--- config.mk ---
export PLATFORM = sky130hd
export DESIGN_NAME = tcm_top
export DESIGN_NICKNAME = d
export VERILOG_FILES = /design/src/rtl/tcm_pkg.sv /design/src/rtl/tcm_top.sv
export SDC_FILE = /design/constraint.sdc
export NUM_CORES = 1
export LEC_CHECK = 0
export BUFFER_PORTS_ARGS = -buffer_cell sky130_fd_sc_hd__buf_4
export CORE_AREA = 5 5 74 76
export DETAILED_ROUTE_END_ITERATION = 8
export DIE_AREA = 0 0 79 81
export PLACE_DENSITY = 0.79
export SYNTH_ARGS = -nofsm -noshare
export SYNTH_HDL_FRONTEND = slang
export SYNTH_SLANG_ARGS = --single-unit
--- constraint.sdc ---
create_clock -name sys_clk -period 1.6 [get_ports sys_clk]
set_input_delay 0.48 -clock sys_clk [delete_from_list [all_inputs] [get_ports sys_clk]]
set_output_delay 0.48 -clock sys_clk [all_outputs]
set_load 0.005 [all_outputs]
--- src/rtl/tcm_pkg.sv ---
// Package of constants and types for the Type-C CC mux control block
package tcm_pkg;
    // Tri-level strap codes
    typedef enum logic [1:0] {
        TCM_TRI_FLOAT,
        TCM_TRI_HIGH,
        TCM_TRI_LOW
    } tcm_tri_t;

    // Port role selected by the role strap
    typedef enum logic [1:0] {
        TCM_ROLE_DRP,
        TCM_ROLE_SRC,
        TCM_ROLE_SNK
    } tcm_role_t;

    // Advertised or detected current level
    typedef enum logic [1:0] {
        TCM_CUR_DEFAULT,
        TCM_CUR_MEDIUM,
        TCM_CUR_HIGH
    } tcm_cur_t;

    // Slave address bit that the mode strap sets
    localparam int TCM_ADDR_STRAP_BIT = 6;
    localparam logic [6:0] TCM_ADDR_BASE = 7'h1d;
    // Mux orientation: 0 routes to position 1, 1 to position 2
    localparam logic TCM_ORIENT_RST = 1'b0;
    localparam logic [1:0] TCM_CUR_RST = 2'h0;
    // Last count of the strap settle window after reset release
    localparam logic [2:0] TCM_SETTLE_LAST = 3'h7;

    // Per-event change flags reported by the connector logic
    typedef struct packed {
        logic attach;
        logic orient;
        logic current;
        logic audio;
    } tcm_evt_t;

    // Connector status from CC detection
    typedef struct packed {
        logic sink_attached;
        logic source_attached;
        logic audio_adapter;
        logic flipped;
        tcm_cur_t src_current;
    } tcm_cc_t;
endpackage : tcm_pkg

--- src/rtl/tcm_top.sv ---
// Control logic for a Type-C CC detection and high-speed mux port
//
// Contract
// - Mode strap: float is pin mode; high/low is I2C, address bit 6 1/0.
// - Pin mode role strap: float dual-role, high source, low sink.
// - Sink in pin mode shows source current on two open-drain outputs.
// - Sink in pin mode reuses I2C clock and data pins as current outputs.
// - In I2C mode interrupt output goes low when register contents change.
// - In pin mode same output goes low while an audio adapter is detected.
// - Attach output low when a sink attaches while acting as source.
// - Active-low enable input; high forces the low-power disabled state.
// - CC orientation routes controller pairs to position 1 or 2.
// - In I2C mode software picks default, 1.5A or 3A advertisement.
// - Pin-mode source advertises only default current.
// - Attach output keeps working in I2C mode beside the interrupt.
`timescale 1ns/1ps
module tcm_top
    import tcm_pkg::*;
(
    input wire logic sys_clk,
    input wire logic rst_n,
    input wire logic [1:0] mode_strap,
    input wire logic [1:0] role_strap,
    input wire logic enable_n,
    input wire tcm_cc_t cc_status,
    input wire logic bus_power_sense,
    input wire logic [1:0] i2c_cur_sel,
    input wire logic i2c_role_src,
    input wire logic i2c_role_snk,
    input wire logic irq_clear,
    output logic i2c_mode,
    output logic [6:0] i2c_addr,
    output tcm_role_t role,
    output tcm_cur_t adv_current,
    output logic active,
    output logic mux_sel_pos2,
    output logic scl_oe_n,
    output logic sda_oe_n,
    output logic current_detect_lo_oe_n,
    output logic current_detect_hi_oe_n,
    output logic irq_n,
    output logic audio_adapter_flag,
    output logic irq_oe_n,
    output logic attach_flag_n,
    output logic attach_oe_n,
    output tcm_evt_t evt_pending
);
    // ========================================================
    // Input synchronisers
    // Straps and CC status come from analog detection, outside the clock.
    logic [10:0] raw_in;
    wire logic [10:0] stab_in;

    assign raw_in = {mode_strap, role_strap, enable_n,
                     cc_status.sink_attached, cc_status.source_attached,
                     cc_status.audio_adapter, cc_status.flipped,
                     cc_status.src_current};

    // Each bit owns its chain, so every flop has a single driver
    genvar gi;
    generate
        for (gi = 0; gi < 11; gi++) begin : g_sync
            logic [2:0] sync_r;
            logic [2:0] sync_nxt;
            logic stab_r;
            logic stab_nxt;
            always_comb begin
                sync_nxt = {sync_r[1:0], raw_in[gi]};
                stab_nxt = stab_r;
                // Only the agreed second and third stages count
                if (sync_r[1] == sync_r[2]) begin
                    stab_nxt = sync_r[2];
                end
            end
            always_ff @(posedge sys_clk or negedge rst_n) begin
                if (!rst_n) begin
                    sync_r <= 3'h0;
                    stab_r <= 1'b0;
                end else begin
                    sync_r <= sync_nxt;
                    stab_r <= stab_nxt;
                end
            end
            assign stab_in[gi] = stab_r;
        end
    endgenerate

    logic [1:0] mode_s, role_s, cur_s;
    logic en_n_s, snk_s, src_s, aud_s, flip_s;
    assign mode_s = stab_in[10:9];
    assign role_s = stab_in[8:7];
    assign en_n_s = stab_in[6];
    assign snk_s = stab_in[5];
    assign src_s = stab_in[4];
    assign aud_s = stab_in[3];
    assign flip_s = stab_in[2];
    assign cur_s = stab_in[1:0];

    // ========================================================
    // Strap capture
    // Straps are latched once after reset; later changes are ignored.
    logic [2:0] settle_r, settle_nxt;
    logic strap_done_r, strap_done_nxt;
    logic i2c_mode_r, i2c_mode_nxt;
    logic addr6_r, addr6_nxt;
    tcm_role_t pin_role_r, pin_role_nxt;

    always_comb begin
        settle_nxt = settle_r;
        strap_done_nxt = strap_done_r;
        i2c_mode_nxt = i2c_mode_r;
        addr6_nxt = addr6_r;
        pin_role_nxt = pin_role_r;
        if (!strap_done_r) begin
            settle_nxt = settle_r + 3'h1;
            if (settle_r == TCM_SETTLE_LAST) begin
                strap_done_nxt = 1'b1;
                case (tcm_tri_t'(mode_s))
                    TCM_TRI_HIGH: begin
                        i2c_mode_nxt = 1'b1;
                        addr6_nxt = 1'b1;
                    end
                    TCM_TRI_LOW: begin
                        i2c_mode_nxt = 1'b1;
                        addr6_nxt = 1'b0;
                    end
                    default: begin
                        i2c_mode_nxt = 1'b0;
                        addr6_nxt = 1'b0;
                    end
                endcase
                case (tcm_tri_t'(role_s))
                    TCM_TRI_HIGH: pin_role_nxt = TCM_ROLE_SRC;
                    TCM_TRI_LOW: pin_role_nxt = TCM_ROLE_SNK;
                    default: pin_role_nxt = TCM_ROLE_DRP;
                endcase
            end
        end
    end

    always_ff @(posedge sys_clk or negedge rst_n) begin
        if (!rst_n) begin
            settle_r <= 3'h0;
            strap_done_r <= 1'b0;
            i2c_mode_r <= 1'b0;
            addr6_r <= 1'b0;
            pin_role_r <= TCM_ROLE_DRP;
        end else begin
            settle_r <= settle_nxt;
            strap_done_r <= strap_done_nxt;
            i2c_mode_r <= i2c_mode_nxt;
            addr6_r <= addr6_nxt;
            pin_role_r <= pin_role_nxt;
        end
    end

    // ========================================================
    // Operating state and outputs
    logic act;
    tcm_role_t role_w;
    tcm_cur_t adv_w;
    logic src_state;
    assign act = strap_done_r && !en_n_s;

    always_comb begin
        role_w = pin_role_r;
        if (i2c_mode_r) begin
            if (i2c_role_src) begin
                role_w = TCM_ROLE_SRC;
            end else if (i2c_role_snk) begin
                role_w = TCM_ROLE_SNK;
            end else begin
                role_w = TCM_ROLE_DRP;
            end
        end
        adv_w = TCM_CUR_DEFAULT;
        if (i2c_mode_r && i2c_cur_sel <= 2'h2) begin
            adv_w = tcm_cur_t'(i2c_cur_sel);
        end
        // Dual-role counts as source once it sees a sink on CC
        src_state = (role_w == TCM_ROLE_SRC) ||
                    (role_w == TCM_ROLE_DRP && snk_s);
    end

    logic mux_r, mux_nxt;
    logic attach_r, attach_nxt;
    logic lo_r, lo_nxt, hi_r, hi_nxt, aud_r, aud_nxt;
    tcm_evt_t evt_r, evt_nxt;
    logic [3:0] prev_r, prev_nxt;
    logic [3:0] now_w;
    assign now_w = {snk_s | src_s, flip_s, (cur_s != 2'h0), aud_s};

    always_comb begin
        mux_nxt = mux_r;
        if (act && (snk_s || src_s)) begin
            mux_nxt = flip_s;
        end
        attach_nxt = act && src_state && snk_s;
        lo_nxt = 1'b0;
        hi_nxt = 1'b0;
        if (act && !i2c_mode_r && role_w == TCM_ROLE_SNK && src_s) begin
            lo_nxt = (cur_s == 2'h1) || (cur_s == 2'h2);
            hi_nxt = (cur_s == 2'h2);
        end
        aud_nxt = act && !i2c_mode_r && aud_s;
        prev_nxt = act ? now_w : prev_r;
        // A new change wins over a clear in the same cycle
        evt_nxt = evt_r;
        if (irq_clear) begin
            evt_nxt = '0;
        end
        if (act && i2c_mode_r) begin
            evt_nxt = evt_nxt | tcm_evt_t'(now_w ^ prev_r);
        end
    end

    always_ff @(posedge sys_clk or negedge rst_n) begin
        if (!rst_n) begin
            mux_r <= TCM_ORIENT_RST;
            attach_r <= 1'b0;
            lo_r <= 1'b0;
            hi_r <= 1'b0;
            aud_r <= 1'b0;
            prev_r <= 4'h0;
            evt_r <= '0;
        end else begin
            mux_r <= mux_nxt;
            attach_r <= attach_nxt;
            lo_r <= lo_nxt;
            hi_r <= hi_nxt;
            aud_r <= aud_nxt;
            prev_r <= prev_nxt;
            evt_r <= evt_nxt;
        end
    end

    // ========================================================
    // Registered data outputs
    // Role and advert follow host inputs directly; a flop keeps
    // these ports from glitching while the host rewrites them.
    tcm_role_t role_r, role_nxt;
    tcm_cur_t adv_r, adv_nxt;
    logic active_r, active_nxt;

    always_comb begin
        role_nxt = role_w;
        adv_nxt = adv_w;
        active_nxt = act;
    end

    always_ff @(posedge sys_clk or negedge rst_n) begin
        if (!rst_n) begin
            role_r <= TCM_ROLE_DRP;
            adv_r <= tcm_cur_t'(TCM_CUR_RST);
            active_r <= 1'b0;
        end else begin
            role_r <= role_nxt;
            adv_r <= adv_nxt;
            active_r <= active_nxt;
        end
    end

    // Enable low means the pin is pulled low by the device
    assign i2c_mode = i2c_mode_r;
    assign i2c_addr = {addr6_r, TCM_ADDR_BASE[5:0]};
    assign role = role_r;
    assign adv_current = adv_r;
    assign active = active_r;
    assign mux_sel_pos2 = mux_r;
    assign current_detect_lo_oe_n = !lo_r;
    assign current_detect_hi_oe_n = !hi_r;
    // I2C slave owns these pins in I2C mode; pin mode drives current code
    assign sda_oe_n = !lo_r;
    assign scl_oe_n = !hi_r;
    // Disabled part keeps its interrupt released; pending bits return later
    assign irq_n = !(i2c_mode_r && act && (evt_r != '0));
    assign audio_adapter_flag = aud_r;
    assign irq_oe_n = i2c_mode_r ? irq_n : !aud_r;
    assign attach_flag_n = !attach_r;
    assign attach_oe_n = !attach_r;
    assign evt_pending = evt_r;
endmodule : tcm_top

Word level (Yosys, flattened, before mapping)
Cells that the tools add are included.

Register bits: 70. RAM bits: 0. Memories kept: 0. Bits in read-only memories: 0. Word-level logic and storage cells: 107. Output and inout bits: 27. Input bits: 19. Bits in latches: 0.

Shift-type cells: 0. Multiply operators: 0. Order comparisons: 1. Bitwise operators: 4. Muxes and demuxes: 14. Equality and inequality tests: 20. Reduce and logical (&&, ||, !) cells: 27. $add $sub $neg: 1. Divide/modulo/power cells: 0.

Operators with widths (count): $logic_and 1x1->1 (12); $eq 1x1->1 (11); $eq 2x1->1 const B (4); $eq 2x2->1 const B (4); $mux 2 (4); $mux 4 (2); $logic_not 1->1 (7); $mux 1 (7); $or 4x4->4 (1); $pmux 2 s2 (1); $reduce_bool 4->1 (1); $xor 4x4->4 (1); $add 3x1->3 const B (1); $eq 3x3->1 const B (1); $logic_or 1x1->1 (3); $le 2x2->1 const B (1); $logic_not 2->1 (1); $reduce_and 2->1 (1); $reduce_bool 2->1 (1); $reduce_or 2->1 (1); $not 1->1 (1); $or 1x1->1 (1).

Logic depth before layout (Yosys ltp)
Gate-level depths: netlist of the first run.

Word-level depth: 8. Mapped depth: 5. Gate-level depth less buffers: 5.

Worst setup path before layout of the first run
OpenSTA, ideal clock, no wires.

Path kind: register to output. Start point: reg evt_r, in the netlist evt_pending[0]. End point: out irq_oe_n. Arrival time: 1.160 ns. Stages on the path, launching flop included: 4. Data required time: 1.120 ns. Setup slack: -0.040 ns. Path through: dfrtp_1 > or4_4 > nand3_2 > a21boi_2.

Cells in the longest elaborated chain, start to end: 4.

Ends and longest elaborated chain: from (decl) (RTL line tcm_top.sv:188) `tcm_evt_t evt_r, evt_nxt;`; from (signal assigned) (RTL line tcm_top.sv:233) `evt_r <= evt_nxt;`; $reduce_bool 4->1 (RTL line tcm_top.sv:276) `assign irq_n = !(i2c_mode_r && act && (evt_r != '0));`; $logic_and 1x1->1 (RTL line tcm_top.sv:276); $logic_not 1->1 (RTL line tcm_top.sv:276); via irq_n (RTL line tcm_top.sv:41) `output logic irq_n,`; $mux 1 (RTL line tcm_top.sv:278) `assign irq_oe_n = i2c_mode_r ? irq_n : !aud_r;`; to (decl) (RTL line tcm_top.sv:43) `output logic irq_oe_n,`.

The timed path passes the listed nets, and every way through them passes these cells.

Final worst setup path of the first run
Start point: reg evt_r, in the netlist evt_pending[0]. End point: out irq_oe_n.

Cells in the longest elaborated chain, start to end: 4.

Ends and longest elaborated chain (RTL line): $reduce_bool 4->1 (tcm_top.sv:276); $logic_and 1x1->1 (tcm_top.sv:276); $logic_not 1->1 (tcm_top.sv:276); $mux 1 (tcm_top.sv:278).

No other way between the ends.

==> flow_metrics.tcl, run 1 <==
set metrics [dict create \
    placed_area_um2 2778 \
    clock_skew_ns 0.006665 \
    grt-ovfl-total 0 \
    start_util_pct 51.38 \
    nFillCells 359 \
    worstSetupPathType "register to output pin" \
    die_w_um 79 \
    clock-sinks 70 \
    syn_avg_cell_area_um2 14.69 \
    worstSetupEndpointType "output pin" \
    cts_tree "done" \
    clk_latency_ns 0.34 \
    synth_ff_type "dfrtp_1" \
    cp.required_ns 1.12 \
    synth-seq-cells 70 \
    hold_class "input pin to async pin" \
    portBuffers 38 \
    synth_area_leaders "dfrtp_1 73%, maj3_1 4.6%, buf_4 3.1%" \
    synth_largest_area_cell "dfrtp_1" \
    antenna_cells 0 \
    fin_area_um2 3038 \
    hold_viol 0 \
    synth_top_area_share_pct 73.15 \
    synth_cells 163 \
    arrival_ns 1.58 \
    worst_slack_ns -0.4578 \
    final_common_cell "dfrtp_1" \
    yosys_warnings 0 \
    clockBufferDepth 2 \
    synth_seq_area_share_pct 73.15 \
    syn_to_final_growth_pct 26.85 \
    status "complete, but fails checks" \
    path_max_fanout 2 \
    first_iter_violations 63 \
    ios 46 \
    synth.distinct_cells 28 \
    cap_viol_max_count 0 \
    startpoint_type "register" \
    path_clk_slew_ns 0.07 \
    die-area_um2 6399 \
    grt_antenna_before_repair 0 \
    clock-root-buffer "clkbuf_8" \
    drtAntennaViolNets 0 \
    final_cell_mix "70 x dfrtp_1, 49 x buf_4, 14 x clkbuf_8, 13 x nand2_1, 12 x inv_1" \
    path_buf_inv 1 \
    grt_max_degree 71 \
    crit_chain "or4_4 -> nand3_2 -> a21boi_2 -> buf_4" \
    finalCritPeriodShare_pct 128.6 \
    violations "negative setup slack" \
    htree_levels 3 \
    grt_pass1_wl_mm 5.892 \
    num_vias 1306 \
    slew_viol_final 0 \
    dp_hpwl_mm 2.424 \
    cts_buffers 9 \
    hold_buffers 0 \
    wl_mm 3.543 \
    path_delay_family "simple AND/OR/NAND/NOR gates" \
    core_um2 4661 \
    rsz0062_at_grt "yes" \
    rows 25 \
    grt_pass1_vias 1329 \
    synth_area_um2 2395 \
    ir_drop_v 0.0007305 \
    drtPass1Iterations 4 \
    layout-drive-gt1-share_pct 35.14 \
    final-seq-area_um2 1752 \
    setup_viol 2 \
    place.gp.congestion 0.6834 \
    p_total_mw 4.202 \
    synth-edff-count 0 \
    grt_use_total_pct 12.71 \
    r2r_end "mux_sel_pos2" \
    vias_per_cell 4.732 \
    rrSetupSlack_ns 0.24 \
    fmax_mhz 486.0 \
    power_density_nw_per_um2 1383 \
    route.detailed.drc 0 \
    critPathMaxStageDelay_ns 0.53 \
    cellLeakagePower_nw 1.496 \
    reg2reg_depth 4 \
    synthArstFlopShare_pct 100.0 \
    layout_min_cycle_time_ns 2.058 \
    die_y_um 81 \
    critPathSlowestCell "or4_4" \
    wl_per_cell_um 12.84 \
    multi_input_area_um2 529.3 \
    finalSetupTns_ns -0.8504 \
    nets 241 \
    r2r-start "en_n_s" \
]
==> power breakdown <==
| part | total [mW] | internal (mW) | switching [mW] |
|---|---|---|---|
| sequential | 2.01 | 1.92 | 0.0845 |
| clock | 1.70 | 1.09 | 0.609 |
| combinational | 0.496 | 0.291 | 0.204 |
| total | 4.20 | 3.30 | 0.898 |
==> how the worst max path moves through the flow <==
| stage | startpoint | endpoint | slack, ns | cells past startpoint |
|---|---|---|---|---|
| floorplan | evt_pending[0] | irq_oe_n | -0.03 | 3 |
| CTS | evt_pending[0] | irq_oe_n | -0.48 | 4 |
| finish | evt_pending[0] | irq_oe_n | -0.46 | 4 |
| detailed placement | evt_pending[0] | irq_oe_n | -0.10 | 4 |
| global placement | evt_pending[0] | irq_oe_n | -0.09 | 4 |
| global route | evt_pending[0] | irq_oe_n | -0.53 | 4 |
==> timing repair <==
item | in CTS | in global routing
endpoints found under the setup margin | 2 | 2
buffers inserted | 0 | 1
pin swaps | 0 | 0
cloned | 0 | 0
gates resized for setup | 0 | 0
==> kinds of logic (layout without fill, tap and decap cells) <==
group	Yosys count	count (layout)	synth area share (%)
xor gates and xnor gates	5	5	1.829
AOI/OAI and AO/OA	11	11	3.030
buffers and inverters	24	79	5.381
and+or+nand+nor	30	30	6.740
adders and majority gates	16	16	7.210
DFF	70	70	73.15
other	2	6	0.3136
muxes	5	5	2.351
==> metal layers <==
layer | vias up | GRT usage (%) | part of all wire [%]
met3 | 10 | 5.211 | 7.9
met5 | - | 0 | 0
met1 | 636 | 13.46 | 40
met2 | 41 | 20.79 | 50
li1 | 619 | - | -
met4 | 0 | 8.763 | 3.0
==> synth_stat cells, types with 2 or more instances <==
| library cell | n |
|---|---|
| dfrtp_1 | 70 |
| xnor2_1 | 3 |
| ha_1 | 5 |
| maj3_1 | 11 |
| o21ai_0 | 4 |
| xor2_1 | 2 |
| nand2_1 | 13 |
| buf_4 | 10 |
| nand2b_1 | 3 |
| inv_1 | 12 |
| nor2_1 | 4 |
| conb_1 | 2 |
| mux2_2 | 5 |
| o22ai_1 | 4 |
| and2_1 | 2 |
==> stage by stage <==
| stage | util [%] | hold slack [ns] | worst slack, ns | cells |
|---|---|---|---|---|
| final | 65.18 | 0.1292 | -0.4578 | 276 |
| after global routing | 65.18 | 0.1535 | -0.5304 | 276 |
| after CTS | 65.02 | 0.1354 | -0.4838 | 275 |
| after detailed placement | 59.60 | 0.3347 | -0.1012 | 259 |
| after global placement | 59.60 | 0.3313 | -0.09048 | 259 |
| after floorplan | - | 0.1844 | -0.02608 | 167 |
==> final cells by class <==
cell class                 count  share of cell area [%]
sequential                    70                   57.66
multi-input combinational     73                   17.42
timing repair buffer          50                   12.77
clock buffer                  14                   6.343
tap                           54                   2.224
clock inverter                 2                   1.977
inverter                      13                   1.606
==> state kept, by name, indices dropped and copies added, names as in the netlist, 2 cells and up <==
signal and count:
prev_r 4, g_sync.stab_r 8, settle_r 3, adv_current 2, pin_role_r 2, g_sync.sync_r 33
role 2, evt_pending 4
==> worst register-to-register path, stage by stage, from the launching register on <==
cell	delay [ns]
dfrtp_1	0.38
nand2b_2	0.19
buf_4	0.16
nor2_1	0.16
mux2_2	0.35
(Power assumes the default switching activity.)
==> run 2: changes to the inputs <==
--- a/config.mk
+++ b/config.mk
@@ -10,6 +10,7 @@
 export DETAILED_ROUTE_END_ITERATION = 8
 export DIE_AREA = 0 0 79 81
 export PLACE_DENSITY = 0.79
+export SETUP_SLACK_MARGIN = 0.2
 export SYNTH_ARGS = -nofsm -noshare
 export SYNTH_HDL_FRONTEND = slang
 export SYNTH_SLANG_ARGS = --single-unit
==> run 2 against run 1 <==
  * The flow still finishes with violations (negative setup slack)
  * Worst hold slack better by 0.0041 ns
  * Maximum frequency is 0.26% lower
  * Sequential cell count stayed put
  * Clock skew hardly changed
  * Utilization is 2.9 points higher
  * Setup slack worse by 0.0054 ns
  * Global-route usage is 0.44 points higher
  * Via count is 3.5% higher
  * Die area stayed put
  * Sequential share of layout area is 2.4 points lower
  * First-iteration DRC count is 13% higher
  * Cell count is 3.3% higher
  * Largest cell class unchanged
  * Largest power group unchanged
==> flow_metrics.tcl, run 2 (synthesis gave the netlist of run 1 again) <==
set metrics [dict create \
    power_density_nw_per_um2 1377 \
    clk_latency_ns 0.34 \
    dp_hpwl_mm 2.424 \
    clock-sinks 70 \
    htree_levels 3 \
    rsz0062_at_grt "yes" \
    ios 46 \
    path_clk_slew_ns 0.07 \
    wl_mm 3.638 \
    cellLeakagePower_nw 1.560 \
    top_regs "g_sync.sync_r (33), g_sync.stab_r (8)" \
    dp_cells 259 \
    grt_antenna_before_repair 0 \
    regMostFlops "g_sync.sync_r" \
    clock-root-buffer "clkbuf_8" \
    finalSetupTns_ns -1.456 \
    violations "negative setup slack" \
    fmax_mhz 484.7 \
    path_delay_family "simple AND/OR/NAND/NOR gates" \
    final_util_pct 68.05 \
    die-area_um2 6399 \
    cap_viol_max_count 0 \
    comb_power_share_pct 15.0 \
    path_max_fanout 2 \
    final_common_cell "dfrtp_1" \
    final_cell_mix "70 x dfrtp_1, 41 x buf_4, 17 x buf_6, 14 x clkbuf_8, 13 x nand2_1" \
    whs_ns 0.1333 \
    clockPowerShare_pct 39.0 \
    critPathMaxStageDelay_ns 0.52 \
    layout_min_cycle_time_ns 2.063 \
    ir_drop_v 0.0007311 \
    portBuffers 38 \
    hold_viol 0 \
    worst_slack_ns -0.4633 \
    rows 25 \
    syn_to_final_growth_pct 32.45 \
    place.gp.congestion 0.6834 \
    worstSetupEndpointType "output pin" \
    nFillCells 342 \
    arrival_ns 1.58 \
    setup_viol 4 \
    cp.required_ns 1.12 \
    fin_area_um2 3172 \
    critPathSlowestCell "or4_4" \
    vias_per_cell 4.744 \
    drtAntennaViolNets 0 \
    netSwitchingFraction_pct 21.44 \
    internal-power_mw 3.430 \
    status "complete, but fails checks" \
    worstSetupPathType "register to output pin" \
    cts_buffers 9 \
    cts_tree "done" \
    core_um2 4661 \
    drtPass1Iterations 4 \
    crit_cells 4 \
    layout-drive-gt1-share_pct 38.53 \
    slew_viol_final 0 \
    dp_slack_ns -0.1012 \
    nets 250 \
    die_y_um 81 \
    startpoint_type "register" \
    grt-ovfl-total 0 \
    p_sw_mw 0.9364 \
    crit_chain "or4_4 -> nand3_2 -> a21boi_2 -> buf_4" \
    die_w_um 79 \
    grt_use_total_pct 13.15 \
    reg2reg_depth 4 \
    grt_max_degree 71 \
    route.detailed.drc 0 \
    num_vias 1352 \
    fin_cells 285 \
    path_buf_inv 1 \
    finalCritPeriodShare_pct 129.0 \
    grt_pass1_wl_mm 6.120 \
    wl_per_cell_um 12.76 \
    grt_pass1_vias 1378 \
    p_total_mw 4.367 \
    hold_class "input pin to async pin" \
    antenna_cells 0 \
    largest_reg_flops 33 \
    clock_skew_ns 0.006636 \
    start_util_pct 51.38 \
    p_seq_share_pct 46.0 \
    first_iter_violations 71 \
    placed_area_um2 2778 \
    clockBufferDepth 2 \
]
run 2: changes by cell type in the layout (fill, tap and decap cells not counted), sizes merged:
cell / before / now
buf: 50 / 59
run 2: layout make-up:
| class | count | area (µm²) | area share, % |
|---|---|---|---|
| tap | 54 | 67.56 | 2.130 |
| clock inverter | 2 | 60.06 | 1.893 |
| sequential | 70 | 1752 | 55.23 |
| timing repair buffer | 59 | 519.2 | 16.37 |
| inverter | 13 | 48.80 | 1.538 |
| multi-input combinational | 73 | 531.8 | 16.77 |
| clock buffer | 14 | 192.7 | 6.075 |
run 2: path summary, 6_finish.rpt:
| path | start | endpoint | slack (ns) |
|---|---|---|---|
| worst max-delay path | evt_pending[1] | irq_oe_n | -0.46 |
| worst min-delay path | rst_n | pin_role_r[0] | 0.13 |
| worst max register to register | settle_r[0] | addr6_r | 0.26 |
| worst min register to register | g_sync[10].sync_r[0] | g_sync[10].sync_r[1] | 0.34 |
| max in group asynchronous | rst_n | settle_r[2] | 1.19 |
| min in group sys_clk | cc_status[3] | g_sync[3].sync_r[0] | 0.24 |
run 2: what timing repair did:
| action | CTS | global route |
|---|---|---|
| pin swaps | 0 | 0 |
| endpoints found under the setup margin | 7 | 11 |
| hold endpoints to repair | 0 | 0 |
| hold buffers | 0 | 0 |
| resized for setup | 15 | 4 |
| buffers inserted | 9 | 1 |
run 2: per-layer routing:
layer  up-vias  routed length [µm]  track usage, %
li1        637                   -               -
met1       661                1390           14.13
met2        44                1842           21.55
met3        10                 298           5.211
met4         0                 106           8.763
met5         -                   0               0
run 2: power groups by stage:
stage,clock network [mW],logic [mW],registers (mW)
global placement,0,0.485,2.03
CTS,1.75,0.648,2.01
detailed placement,0,0.495,2.04
floorplan,0,0.222,2.03
global route,1.84,0.721,2.03
finish,1.70,0.655,2.01
==> run 3: changes to the inputs <==
--- a/config.mk
+++ b/config.mk
@@ -6,10 +6,10 @@
 export NUM_CORES = 1
 export LEC_CHECK = 0
 export BUFFER_PORTS_ARGS = -buffer_cell sky130_fd_sc_hd__buf_4
-export CORE_AREA = 5 5 74 76
+export CORE_AREA = 5 5 79 81
 export DETAILED_ROUTE_END_ITERATION = 8
-export DIE_AREA = 0 0 79 81
-export PLACE_DENSITY = 0.79
+export DIE_AREA = 0 0 84 86
+export PLACE_DENSITY = 0.7
 export SETUP_SLACK_MARGIN = 0.2
 export SYNTH_ARGS = -nofsm -noshare
 export SYNTH_HDL_FRONTEND = slang
==> run 3 against run 2 <==
  * The run still ends with negative setup slack left
  * First-iteration DRC count down 55%
  * Setup slack better by 0.00073 ns
  * Cell area down 4.1%
  * Clock power down 30%
  * Combinational power down 16%
  * Die area up 13%
  * Sequential cell count unchanged
  * Cell count up 4.6%
  * Clock skew down 0.0015 ns
  * Non-clock buffer count down 5
  * Worst hold slack worse by 0.087 ns
  * Largest power group unchanged
==> flow_metrics.tcl, run 3 (synthesis gave the netlist of run 1 again) <==
set metrics [dict create \
    place.gp.congestion 0.6936 \
    power_density_nw_per_um2 1234 \
    whs_ns 0.04599 \
    dp_cells 278 \
    hold_class "input pin to async pin" \
    clk_latency_ns 0.33 \
    drtAntennaViolNets 0 \
    drtPass1Iterations 3 \
    reg2reg_depth 4 \
    path_clk_slew_ns 0.07 \
    start_util_pct 44.31 \
    crit_cells 4 \
    final_cell_mix "69 x dfrtp_1, 44 x buf_4, 13 x nand2_1, 11 x maj3_1" \
    fin_cells 298 \
    die-area_um2 7224 \
    critPathMaxStageDelay_ns 0.54 \
    rows 27 \
    first_iter_violations 32 \
    top_regs "g_sync.sync_r (33), g_sync.stab_r (8)" \
    grt_use_total_pct 10.76 \
    final_common_cell "dfrtp_1" \
    ios 46 \
    layout-drive-gt1-share_pct 36.73 \
    syn_to_final_growth_pct 26.96 \
    wl_per_cell_um 11.85 \
    startpoint_type "register" \
    rsz0062_at_grt "yes" \
    cts_buffers 9 \
    ir_drop_v 0.0008134 \
    finalCritPeriodShare_pct 128.9 \
    arrival_ns 1.58 \
    cp.required_ns 1.12 \
    path_buf_inv 1 \
    grt_max_degree 36 \
    status "complete, but fails checks" \
    layout_min_cycle_time_ns 2.063 \
    worstSetupEndpointType "output pin" \
    portBuffers 38 \
    num_vias 1287 \
    path_max_fanout 2 \
    grt_antenna_before_repair 0 \
    vias_per_cell 4.319 \
    hold_viol 0 \
    fmax_mhz 484.8 \
    nFillCells 453 \
    die_y_um 86 \
    nets 245 \
    setup_viol 2 \
    grt_pass1_wl_mm 5.878 \
    grt_pass1_vias 1330 \
    clock-root-buffer "clkbuf_8" \
    dp_hpwl_mm 2.557 \
    violations "negative setup slack" \
    route.detailed.drc 0 \
    worst_slack_ns -0.4625 \
    antenna_cells 0 \
    core_um2 5405 \
    regMostFlops "g_sync.sync_r" \
    critPathSlowestCell "or4_4" \
    largest_reg_flops 33 \
    path_delay_family "simple AND/OR/NAND/NOR gates" \
    crit_chain "or4_4 -> nand3_2 -> a21boi_2 -> buf_4" \
    wl_mm 3.531 \
    clock-sinks 70 \
    rrSetupSlack_ns 0.27 \
    slew_viol_final 0 \
    clock_skew_ns 0.005087 \
    htree_levels 3 \
    grt-ovfl-total 0 \
    cellLeakagePower_nw 1.483 \
    clockBufferDepth 2 \
    cts_tree "done" \
    hold_buffers 0 \
    worstSetupPathType "register to output pin" \
    die_w_um 84 \
    cap_viol_max_count 0 \
]
==> run 3: metrics by stage <==
step,area [µm²],power [mW],setup TNS [ns],utilization (%),worst slack (ns)
floorplan,2410,2.252,-0.02608,-,-0.02608
global placement,2808,2.515,-0.1178,51.94,-0.09089
detailed placement,2808,2.540,-0.1754,51.94,-0.1201
CTS,3002,3.775,-0.9095,55.53,-0.4871
global route,3040,3.949,-0.9961,56.25,-0.5177
finish,3040,3.752,-0.8608,56.25,-0.4625
==> run 3: timing repair <==
action                     CTS  global route
setup buffers                1             3
gates resized for setup      5             7
setup endpoints to repair    7            12
==> run 3: where the power goes <==
group | internal, mW | total (mW) | switching [mW]
Sequential | 1.92 | 2.01 | 0.0891
Clock | 0.597 | 1.19 | 0.594
Combinational | 0.335 | 0.548 | 0.212
Total | 2.86 | 3.75 | 0.896
==> run 3: routing by layer <==
layer / share of wire [%] / track usage, % / vias to the layer above / wire length (µm)
met5: 0 / 0 / - / 0
met4: 2.9 / 8.333 / 0 / 104
met3: 6.2 / 3.939 / 12 / 218
met2: 48 / 16.12 / 39 / 1700
met1: 43 / 12.55 / 602 / 1507
li1: - / - / 634 / -
==> run 3: layout make-up <==
cell class / count / area, µm² / share of cell area [%]
Clock inverter: 4 / 22.52 / 0.7407
Timing Repair Buffer: 54 / 451.7 / 14.86
Multi-Input combinational cell: 73 / 529.3 / 17.41
Clock buffer: 12 / 145.1 / 4.774
Sequential cell: 70 / 1753 / 57.65
Tap cell: 72 / 90.09 / 2.963
Inverter: 13 / 48.80 / 1.605
==> run 3: final timing paths <==
| kind | startpoint | to |
|---|---|---|
| worst max-delay path | evt_pending[0] | irq_oe_n |
| worst min-delay path | rst_n | g_sync[9].sync_r[2] |
| worst max register to register | en_n_s | mux_sel_pos2 |
| worst min register to register | g_sync[0].sync_r[0] | g_sync[0].sync_r[1] |
| max in group asynchronous | rst_n | prev_r[2] |
| min in group sys_clk | role_strap[0] | g_sync[7].sync_r[0] |
